===== src/vtp_pkg.sv =====
// Constants and types shared by the vectored trap prioritizer
package vtp_pkg;

	// ------------------------------------------------------------
	// Widths
	// ------------------------------------------------------------
	localparam int TRAP_W = 5;
	localparam int NUM_MASKABLE = 14;
	localparam int BIT_W = 4;
	localparam int BASE_W = 9;
	localparam int OFS_W = 7;
	localparam int ADDR_W = 16;
	localparam int NUM_PINS = 5;

	// ------------------------------------------------------------
	// Trap numbers
	// ------------------------------------------------------------
	localparam logic [TRAP_W-1:0] TRAP_RESET = 5'h00;
	localparam logic [TRAP_W-1:0] TRAP_NMI = 5'h01;
	localparam logic [TRAP_W-1:0] TRAP_SW_LO = 5'h02;
	localparam logic [TRAP_W-1:0] TRAP_SW_HI = 5'h0f;
	localparam logic [TRAP_W-1:0] TRAP_MASK_BASE = 5'h10;
	localparam logic [TRAP_W-1:0] TRAP_RSV_LO = 5'h1e;

	// Vector offset is trap number shifted by this many bits
	localparam int VEC_SHIFT = 2;

	// ------------------------------------------------------------
	// Flag and mask bit positions (trap number minus 16)
	// ------------------------------------------------------------
	localparam int BIT_EXT0 = 0;
	localparam int BIT_EXT1 = 1;
	localparam int BIT_EXT2 = 2;
	localparam int BIT_TIMER = 3;
	localparam int BIT_SP0_RX = 4;
	localparam int BIT_SP0_TX = 5;
	localparam int BIT_SP2_RX = 6;
	localparam int BIT_SP2_TX = 7;
	localparam int BIT_EXT3 = 8;
	localparam int BIT_HOST = 9;
	localparam int BIT_SP1_RX = 10;
	localparam int BIT_SP1_TX = 11;
	localparam int BIT_DMA4 = 12;
	localparam int BIT_DMA5 = 13;

	// Pin edge detector lanes
	localparam int PIN_NMI = 4;

	localparam logic [NUM_MASKABLE-1:0] FLAGS_RESET = 14'h0000;
	localparam logic [NUM_MASKABLE-1:0] MASK_RESET = 14'h0000;

	// ------------------------------------------------------------
	// Types
	// ------------------------------------------------------------
	typedef enum logic [1:0] {
		ST_IDLE  = 2'b01,
		ST_OFFER = 2'b10
	} vtp_state_t;

	typedef enum logic [3:0] {
		SRC_RESET = 4'b0001,
		SRC_NMI   = 4'b0010,
		SRC_SW    = 4'b0100,
		SRC_MASK  = 4'b1000
	} vtp_src_t;

endpackage


===== src/vtp_req_if.sv =====
// Request and grant bundle between the trap selector and its encoder
`timescale 1ns/100ps
interface vtp_req_if;
	logic [vtp_pkg::NUM_MASKABLE-1:0] req;
	logic [vtp_pkg::BIT_W-1:0]        idx;
	logic                             any;

	modport enc (
		input  req,
		output idx,
		output any
	);

	modport user (
		output req,
		input  idx,
		input  any
	);
endinterface


===== src/vtp_pin_edge.sv =====
// Two-stage synchroniser with falling-edge detect for active-low pins
`timescale 1ns/100ps
module vtp_pin_edge #(
	parameter int WIDTH = 1
) (
	input  wire logic             clk_sys,
	input  wire logic             rst,
	input  wire logic [WIDTH-1:0] pin_n,
	output logic      [WIDTH-1:0] fall
);
	logic [WIDTH-1:0] meta_q;
	logic [WIDTH-1:0] sync_q;
	logic [WIDTH-1:0] prev_q;

	// Idle level of an active-low pin is high
	always_ff @(posedge clk_sys) begin
		if (rst) begin
			meta_q <= {WIDTH{1'b1}};
			sync_q <= {WIDTH{1'b1}};
			prev_q <= {WIDTH{1'b1}};
		end else begin
			meta_q <= pin_n;
			sync_q <= meta_q;
			prev_q <= sync_q;
		end
	end

	assign fall = prev_q & ~sync_q;
endmodule


===== src/vtp_prio_enc.sv =====
// Fixed-priority encoder: the lowest set bit wins
`timescale 1ns/100ps
module vtp_prio_enc (
	vtp_req_if.enc bus
);
	always_comb begin
		bus.idx = '0;
		bus.any = 1'b0;
		for (int i = vtp_pkg::NUM_MASKABLE - 1; i >= 0; i--) begin
			if (bus.req[i]) begin
				bus.idx = i[vtp_pkg::BIT_W-1:0];
				bus.any = 1'b1;
			end
		end
	end
endmodule


===== src/vtp_trap_prioritizer.sv =====
// Trap vector generation and fixed-priority interrupt selection
`timescale 1ns/100ps

// Notes on behaviour
// Vector offset is four times trap number
// Trap 0 serves both resets, highest priority
// External line 0: trap 16, priority 3
// External line 1: trap 17, priority 4
// External line 2: trap 18, priority 5
// External line 3: trap 24, priority 11
// Serial 0 receive: trap 20, priority 7
// Serial 0 transmit: trap 21, priority 8
// Serial 2 receive: trap 22, priority 9
// Serial 2 transmit: trap 23, priority 10
// Serial 1 receive: trap 26, priority 13
// Serial 1 transmit: trap 27, priority 14
// DMA channel 4: trap 28, priority 15
// DMA channel 5: trap 29, lowest priority
// Flag and mask share one bit layout
// NMI trap 1, timer 19, host 25
// Traps 2-15 software only; 30-31 reserved
// Bit is trap minus 16; mask gates
module vtp_trap_prioritizer (
	input  wire logic                              clk_sys,
	input  wire logic                              rst,
	input  wire logic [3:0]                        extLine_n,
	input  wire logic                              nmi_n,
	input  wire logic                              timerEvt,
	input  wire logic                              sp0RxEvt,
	input  wire logic                              sp0TxEvt,
	input  wire logic                              sp1RxEvt,
	input  wire logic                              sp1TxEvt,
	input  wire logic                              sp2RxEvt,
	input  wire logic                              sp2TxEvt,
	input  wire logic                              hostEvt,
	input  wire logic                              dma4Evt,
	input  wire logic                              dma5Evt,
	input  wire logic                              softResetReq,
	input  wire logic                              swTrapReq,
	input  wire logic [vtp_pkg::TRAP_W-1:0]        swTrapNum,
	input  wire logic                              intEnable,
	input  wire logic                              maskWrEn,
	input  wire logic [vtp_pkg::NUM_MASKABLE-1:0]  maskWrData,
	input  wire logic [vtp_pkg::NUM_MASKABLE-1:0]  flagClr,
	input  wire logic [vtp_pkg::BASE_W-1:0]        vecBase,
	input  wire logic                              trapAck,
	output logic                                   trapReq,
	output logic      [vtp_pkg::TRAP_W-1:0]        trapNum,
	output logic      [vtp_pkg::ADDR_W-1:0]        trapVector,
	output logic      [vtp_pkg::NUM_MASKABLE-1:0]  pendingFlags,
	output logic      [vtp_pkg::NUM_MASKABLE-1:0]  maskBits
);

	// ------------------------------------------------------------
	// Pin synchronisers
	// ------------------------------------------------------------
	logic [vtp_pkg::NUM_PINS-1:0] pinFall;

	// NMI rides the top lane, beside the four external lines
	vtp_pin_edge #(
		.WIDTH (vtp_pkg::NUM_PINS)
	) uPins (
		.clk_sys (clk_sys),
		.rst     (rst),
		.pin_n   ({nmi_n, extLine_n}),
		.fall    (pinFall)
	);

	// ------------------------------------------------------------
	// Maskable event map
	// ------------------------------------------------------------
	logic [vtp_pkg::NUM_MASKABLE-1:0] evtVec;

	always_comb begin
		evtVec = '0;
		evtVec[vtp_pkg::BIT_EXT0] = pinFall[0];
		evtVec[vtp_pkg::BIT_EXT1] = pinFall[1];
		evtVec[vtp_pkg::BIT_EXT2] = pinFall[2];
		evtVec[vtp_pkg::BIT_TIMER] = timerEvt;
		evtVec[vtp_pkg::BIT_SP0_RX] = sp0RxEvt;
		evtVec[vtp_pkg::BIT_SP0_TX] = sp0TxEvt;
		evtVec[vtp_pkg::BIT_SP2_RX] = sp2RxEvt;
		evtVec[vtp_pkg::BIT_SP2_TX] = sp2TxEvt;
		evtVec[vtp_pkg::BIT_EXT3] = pinFall[3];
		evtVec[vtp_pkg::BIT_HOST] = hostEvt;
		evtVec[vtp_pkg::BIT_SP1_RX] = sp1RxEvt;
		evtVec[vtp_pkg::BIT_SP1_TX] = sp1TxEvt;
		evtVec[vtp_pkg::BIT_DMA4] = dma4Evt;
		evtVec[vtp_pkg::BIT_DMA5] = dma5Evt;
	end

	// ------------------------------------------------------------
	// State declarations
	// ------------------------------------------------------------
	vtp_pkg::vtp_state_t              state_q;
	vtp_pkg::vtp_state_t              state_d;
	vtp_pkg::vtp_src_t                src_q;
	vtp_pkg::vtp_src_t                src_d;
	logic [vtp_pkg::BIT_W-1:0]        bit_q;
	logic [vtp_pkg::BIT_W-1:0]        bit_d;
	logic [vtp_pkg::TRAP_W-1:0]       num_q;
	logic [vtp_pkg::TRAP_W-1:0]       num_d;
	logic [vtp_pkg::ADDR_W-1:0]       vec_q;
	logic [vtp_pkg::ADDR_W-1:0]       vec_d;
	logic [vtp_pkg::NUM_MASKABLE-1:0] flags_q;
	logic [vtp_pkg::NUM_MASKABLE-1:0] flags_d;
	logic [vtp_pkg::NUM_MASKABLE-1:0] mask_q;
	logic [vtp_pkg::NUM_MASKABLE-1:0] mask_d;
	logic                             resetPend_q;
	logic                             resetPend_d;
	logic                             nmiPend_q;
	logic                             nmiPend_d;
	logic                             swPend_q;
	logic                             swPend_d;
	logic [vtp_pkg::TRAP_W-1:0]       swNum_q;
	logic [vtp_pkg::TRAP_W-1:0]       swNum_d;

	// ------------------------------------------------------------
	// Maskable selection
	// ------------------------------------------------------------
	vtp_req_if maskSel ();

	// Pending and enabled only; trap order equals priority order
	assign maskSel.req = flags_q & mask_q;

	vtp_prio_enc uEnc (
		.bus (maskSel.enc)
	);

	// ------------------------------------------------------------
	// Candidate choice
	// ------------------------------------------------------------
	logic                       candAny;
	vtp_pkg::vtp_src_t          candSrc;
	logic [vtp_pkg::TRAP_W-1:0] candNum;

	always_comb begin
		candAny = 1'b1;
		candSrc = vtp_pkg::SRC_RESET;
		candNum = vtp_pkg::TRAP_RESET;
		if (resetPend_q) begin
			candSrc = vtp_pkg::SRC_RESET;
			candNum = vtp_pkg::TRAP_RESET;
		end else if (nmiPend_q) begin
			candSrc = vtp_pkg::SRC_NMI;
			candNum = vtp_pkg::TRAP_NMI;
		end else if (swPend_q) begin
			candSrc = vtp_pkg::SRC_SW;
			candNum = swNum_q;
		end else if (intEnable && maskSel.any) begin
			candSrc = vtp_pkg::SRC_MASK;
			candNum = vtp_pkg::TRAP_MASK_BASE
				+ {1'b0, maskSel.idx};
		end else begin
			candAny = 1'b0;
		end
	end

	// ------------------------------------------------------------
	// Offer state machine
	// ------------------------------------------------------------
	logic taken;

	assign taken = (state_q == vtp_pkg::ST_OFFER) && trapAck;

	always_comb begin
		state_d = state_q;
		src_d = src_q;
		bit_d = bit_q;
		num_d = num_q;
		vec_d = vec_q;
		case (state_q)
			vtp_pkg::ST_IDLE: begin
				if (candAny) begin
					state_d = vtp_pkg::ST_OFFER;
					src_d = candSrc;
					bit_d = maskSel.idx;
					num_d = candNum;
					// Base page above, trap times four below
					vec_d = {vecBase,
						candNum, {vtp_pkg::VEC_SHIFT{1'b0}}};
				end
			end
			vtp_pkg::ST_OFFER: begin
				// Offer stays fixed until taken, even if a higher one arrives
				if (trapAck) begin
					state_d = vtp_pkg::ST_IDLE;
				end
			end
			default: begin
				state_d = vtp_pkg::ST_IDLE;
			end
		endcase
	end

	always_ff @(posedge clk_sys) begin
		if (rst) begin
			state_q <= vtp_pkg::ST_IDLE;
			src_q <= vtp_pkg::SRC_RESET;
			bit_q <= '0;
			num_q <= vtp_pkg::TRAP_RESET;
			vec_q <= '0;
		end else begin
			state_q <= state_d;
			src_q <= src_d;
			bit_q <= bit_d;
			num_q <= num_d;
			vec_q <= vec_d;
		end
	end

	// ------------------------------------------------------------
	// Pending flags and mask
	// ------------------------------------------------------------
	logic [vtp_pkg::NUM_MASKABLE-1:0] ackClr;

	always_comb begin
		ackClr = '0;
		if (taken && (src_q == vtp_pkg::SRC_MASK)) begin
			ackClr[bit_q] = 1'b1;
		end
		// Reset entry discards stale maskable flags; pending NMI and software traps stay
		if (taken && (src_q == vtp_pkg::SRC_RESET)) begin
			ackClr = '1;
		end
	end

	always_comb begin
		// Same bit index in both registers
		flags_d = (flags_q & ~(flagClr | ackClr)) | evtVec;
		mask_d = mask_q;
		if (maskWrEn) begin
			mask_d = maskWrData;
		end
	end

	always_ff @(posedge clk_sys) begin
		if (rst) begin
			flags_q <= vtp_pkg::FLAGS_RESET;
			mask_q <= vtp_pkg::MASK_RESET;
		end else begin
			flags_q <= flags_d;
			mask_q <= mask_d;
		end
	end

	// ------------------------------------------------------------
	// Reset, NMI and software trap requests
	// ------------------------------------------------------------
	logic swIsReset;
	logic swIsValid;
	logic swAccept;

	always_comb begin
		swIsReset = swTrapReq && (swTrapNum == vtp_pkg::TRAP_RESET);
		// Reserved numbers have nothing behind them
		swIsValid = (swTrapNum != vtp_pkg::TRAP_RESET)
			&& (swTrapNum < vtp_pkg::TRAP_RSV_LO);
		// One outstanding software trap; extras are dropped
		swAccept = swTrapReq && swIsValid
			&& (!swPend_q || (taken && src_q == vtp_pkg::SRC_SW));
	end

	always_comb begin
		resetPend_d = (resetPend_q
			&& !(taken && src_q == vtp_pkg::SRC_RESET))
			|| softResetReq || swIsReset;
		nmiPend_d = (nmiPend_q
			&& !(taken && src_q == vtp_pkg::SRC_NMI))
			|| pinFall[vtp_pkg::PIN_NMI];
		swPend_d = (swPend_q
			&& !(taken && src_q == vtp_pkg::SRC_SW)) || swAccept;
		swNum_d = swAccept ? swTrapNum : swNum_q;
	end

	always_ff @(posedge clk_sys) begin
		if (rst) begin
			// Hardware reset leaves its own trap waiting
			resetPend_q <= 1'b1;
			nmiPend_q <= 1'b0;
			swPend_q <= 1'b0;
			swNum_q <= vtp_pkg::TRAP_SW_LO;
		end else begin
			resetPend_q <= resetPend_d;
			nmiPend_q <= nmiPend_d;
			swPend_q <= swPend_d;
			swNum_q <= swNum_d;
		end
	end

	// ------------------------------------------------------------
	// Outputs
	// ------------------------------------------------------------
	assign trapReq = (state_q == vtp_pkg::ST_OFFER);
	assign trapNum = num_q;
	// Base is latched with the offer; a later change waits for the next
	assign trapVector = vec_q;
	assign pendingFlags = flags_q;
	assign maskBits = mask_q;

endmodule


===== config.mk =====
export PLATFORM = sky130hd
export DESIGN_NAME = vtp_trap_prioritizer
export DESIGN_NICKNAME = d
export VERILOG_FILES = /design/src/vtp_pkg.sv /design/src/vtp_req_if.sv /design/src/vtp_pin_edge.sv /design/src/vtp_prio_enc.sv /design/src/vtp_trap_prioritizer.sv
export SDC_FILE = /design/constraint.sdc
export NUM_CORES = 1
export LEC_CHECK = 0
export BUFFER_PORTS_ARGS = -buffer_cell sky130_fd_sc_hd__buf_2
export CORE_MARGIN = 3
export CORE_UTILIZATION = 40
export CTS_CLUSTER_SIZE = 14
export DETAILED_ROUTE_END_ITERATION = 10
export PLACE_DENSITY = 0.67
export SYNTH_ARGS = -nofsm -noshare
export SYNTH_HDL_FRONTEND = slang
export SYNTH_SLANG_ARGS = --single-unit

===== constraint.sdc =====
create_clock -name clk_sys -period 2.4 [get_ports clk_sys]
set_input_delay 0.12 -clock clk_sys [delete_from_list [all_inputs] [get_ports clk_sys]]
set_output_delay 0.12 -clock clk_sys [all_outputs]
set_load 0.1 [all_outputs]

==> impl_metrics.csv <==
group,metric,value,unit
die,die-area,0.00898,mm²
grt,grt-ovfl-total,0,
detailed_routing,firstDrtPassIters,4,
grt,grt_first_pass_wirelength,13000,µm
yosys,synth_seq_cells,75,
grt,grt_max_degree,57,
worst_setup_path,cp_slowest_cell,"nor3_1",
finish,drive_above_1_share,0.325,
power,p_total,3080,µW
yosys,synth_area_per_cell,9.38,µm²
finish,nets,522,
power,ir_drop,361,µV
finish,areaGrowthSynthToFinish,29.8,%
detailed_routing,drt-total-wl,8130,µm
worst_setup_path,arrival,2260,ps
worst_setup_path,cp.required,2580,ps
clock_tree,clock-sinks,75,
yosys,synth.distinct_cells,49,
finish,num_antenna_cells,0,
finish,final_cell_count_no_fill,561,
finish,n_fill_cell,721,
worst_setup_path,critPathMaxFanout,11,
yosys,synth_area_leader_cell,"dfxtp_1",
clock_tree,htree_num_levels,3,
sta,fmax,482,MHz
die,ios,114,
detailed_routing,vias_per_cell,5.04,
sta,holdWs,15.2,ps
worst_setup_path,crit_chain,"a22o_1, nor3_1, a31o_2, buf_4, mux2i_1, nor2_1",
sta,rsz0062_at_grt,"false",
yosys,synthFlopType,"dfxtp_1",
die,dieWidth,94.8,µm
clock_tree,clk_pin_slew,70,ps
placement,dp.cells,532,
job,maxCapViolCount,0,
clock_tree,tritoncts,"yes",
grt,grtUsageTotal,0.187,
sta,final_max_slew_viol_count,0,
yosys,netlist_instances,336,
die,start_util,0.423,
placement,portBuffers,111,
clock_tree,ctsHoldBuffers,13,
yosys,async_flop_share,0,
sta,setup-tns-final,0,ps
placement,place_congestion,0.836,
sta,worst_slew_pin_slew,942,ps
detailed_routing,drcViolationCount,0,
power,p_leak,0.00188,µW
yosys,ys_warn_count,0,
sta,slew_headroom,0.372,
clock_tree,clock_path_buffers,2,
worst_setup_path,end_kind,"register",
worst_setup_path,cp-start-kind,"register",
worst_setup_path,path_class,"register to register",
yosys,yosysSeqAreaShare,0.476,
die,die_h,94.8,µm
grt,antenna_found_initial,0,
clock_tree,clk-insertion-delay-late,340,ps
finish,final_core_util,0.550,
detailed_routing,ant_nets,0,
yosys,syn_area,0.00315,mm²
yosys,yosysTopAreaCellShare,0.476,
worst_setup_path,reg2reg_slack,320,ps
placement,hpwl,6050,µm
detailed_routing,wire_per_inst,14.5,µm
detailed_routing,vias,2828,
sta,fin_skew,9.60,ps
yosys,synth_common_cells,"75 x dfxtp_1, 49 x nor2_1, 30 x mux2i_1",
sta,setup_violations,0,
worst_hold_path,hp-class,"input pin to register",
sta,fin_crit_sh,0.865,
sta,final_hold_viol_count,0,
yosys,synth-edff-count,0,
die,core.rowCount,31,
sta,fin_crit,2080,ps
clock_tree,post-cts-setup-buffers,0,
power,power_density,752,mW/mm²
run_status,status,"complete, no violations",
clock_tree,ctsResizeCount,0,
clock_tree,cts_buffers,9,
yosys,synth.most_common_cell,"dfxtp_1",
yosys,yosys-top-cells-area,"dfxtp_1 48%, mux2i_1 9.5%, nor2_1 5.8%",
grt,grt_pass1_vias,2696,
clock_tree,ctsRootBufferMaster,"clkbuf_8",
detailed_routing,drt_iter0_markers,180,
worst_setup_path,max_stage_delay,400,ps
die,core,0.00745,mm²
-- power by group --
group	switching, µW	internal (µW)	leakage, µW
Combinational	528	208	0.00116
Sequential	63.4	1320	0.000618
Clock	426	531	0.0000995
-- critical path, delay by kind of cell, from the launching register on --
family | cells | cell delay (ps)
buffers and inverters | 1 | 270
muxes | 1 | 220
and+or+nand+nor | 2 | 460
AOI/OAI and AO/OA | 2 | 630
DFF | 1 | 350
-- registers in the layout (all words and copies together) (netlist names) --
register	flops
state_q	2
swPend_q	1
uPins.meta_q	5
trapVector	10
src_q	4
swNum_q	5
uPins.sync_q	5
nmiPend_q	1
trapNum	4
maskBits	14
pendingFlags	14
uPins.prev_q	5
bit_q	4
resetPend_q	1
-- layer usage --
| layer | up-vias | global-route usage | routed length (µm) |
|---|---|---|---|
| li1 | 1419 | - | - |
| met1 | 1316 | 0.247 | 3600 |
| met2 | 82 | 0.299 | 3980 |
| met3 | 11 | 0.0359 | 425 |
| met4 | 0 | 0.0757 | 121 |
| met5 | - | 0 | 0 |
-- kinds of logic after synthesis --
| kind of cell | count (synthesis) | synth area share |
|---|---|---|
| AND/OR/NAND/NOR | 130 | 0.213 |
| flip-flops | 75 | 0.476 |
| AO/OA/AOI/OAI | 61 | 0.152 |
| buffers and inverters | 39 | 0.0615 |
| multiplexers | 30 | 0.0952 |
| other | 1 | 0.00119 |
-- metrics by stage --
stage	instance area, µm²	setup slack, ps
floorplan	3160	79.8
global placement	3760	406
detailed placement	3760	346
CTS	4080	305
global route	4090	103
finish	4090	324
-- cell usage in the layout, fill, tap and decap left out, types with 11 or more instances in the layout --
cell,count
nor2b_1,12
nand2_1,23
buf_2,111
or2_2,11
clkbuf_8,11
mux2i_1,30
inv_1,17
dlygate4sd3_1,14
dfxtp_1,75
nor2_1,49
-- worst paths after layout --
| kind | startpoint | to | depth (start not counted) |
|---|---|---|---|
| worst max-delay path | pendingFlags[9]$_SDFF_PP0_ | trapVector[7]$_SDFFE_PP0P_ | 6 |
| worst min-delay path | sp1TxEvt | pendingFlags[11]$_SDFF_PP0_ | 3 |
| worst max register to register | pendingFlags[9]$_SDFF_PP0_ | trapVector[7]$_SDFFE_PP0P_ | 6 |
| worst min register to register | uPins.meta_q[4]$_SDFF_PP1_ | uPins.sync_q[4]$_SDFF_PP1_ | 1 |
-- final cells by class --
type / count / area (µm²) / area share
inverters: 17 / 63.8 / 0.0156
repair buffers: 132 / 748 / 0.183
well taps: 99 / 124 / 0.0303
clock inverters: 2 / 35.0 / 0.00856
multi-input cells: 223 / 1460 / 0.357
flip-flops and latches: 75 / 1500 / 0.367
clock buffers: 13 / 159 / 0.0388
No activity file was read; power rests on OpenSTA's default activity.
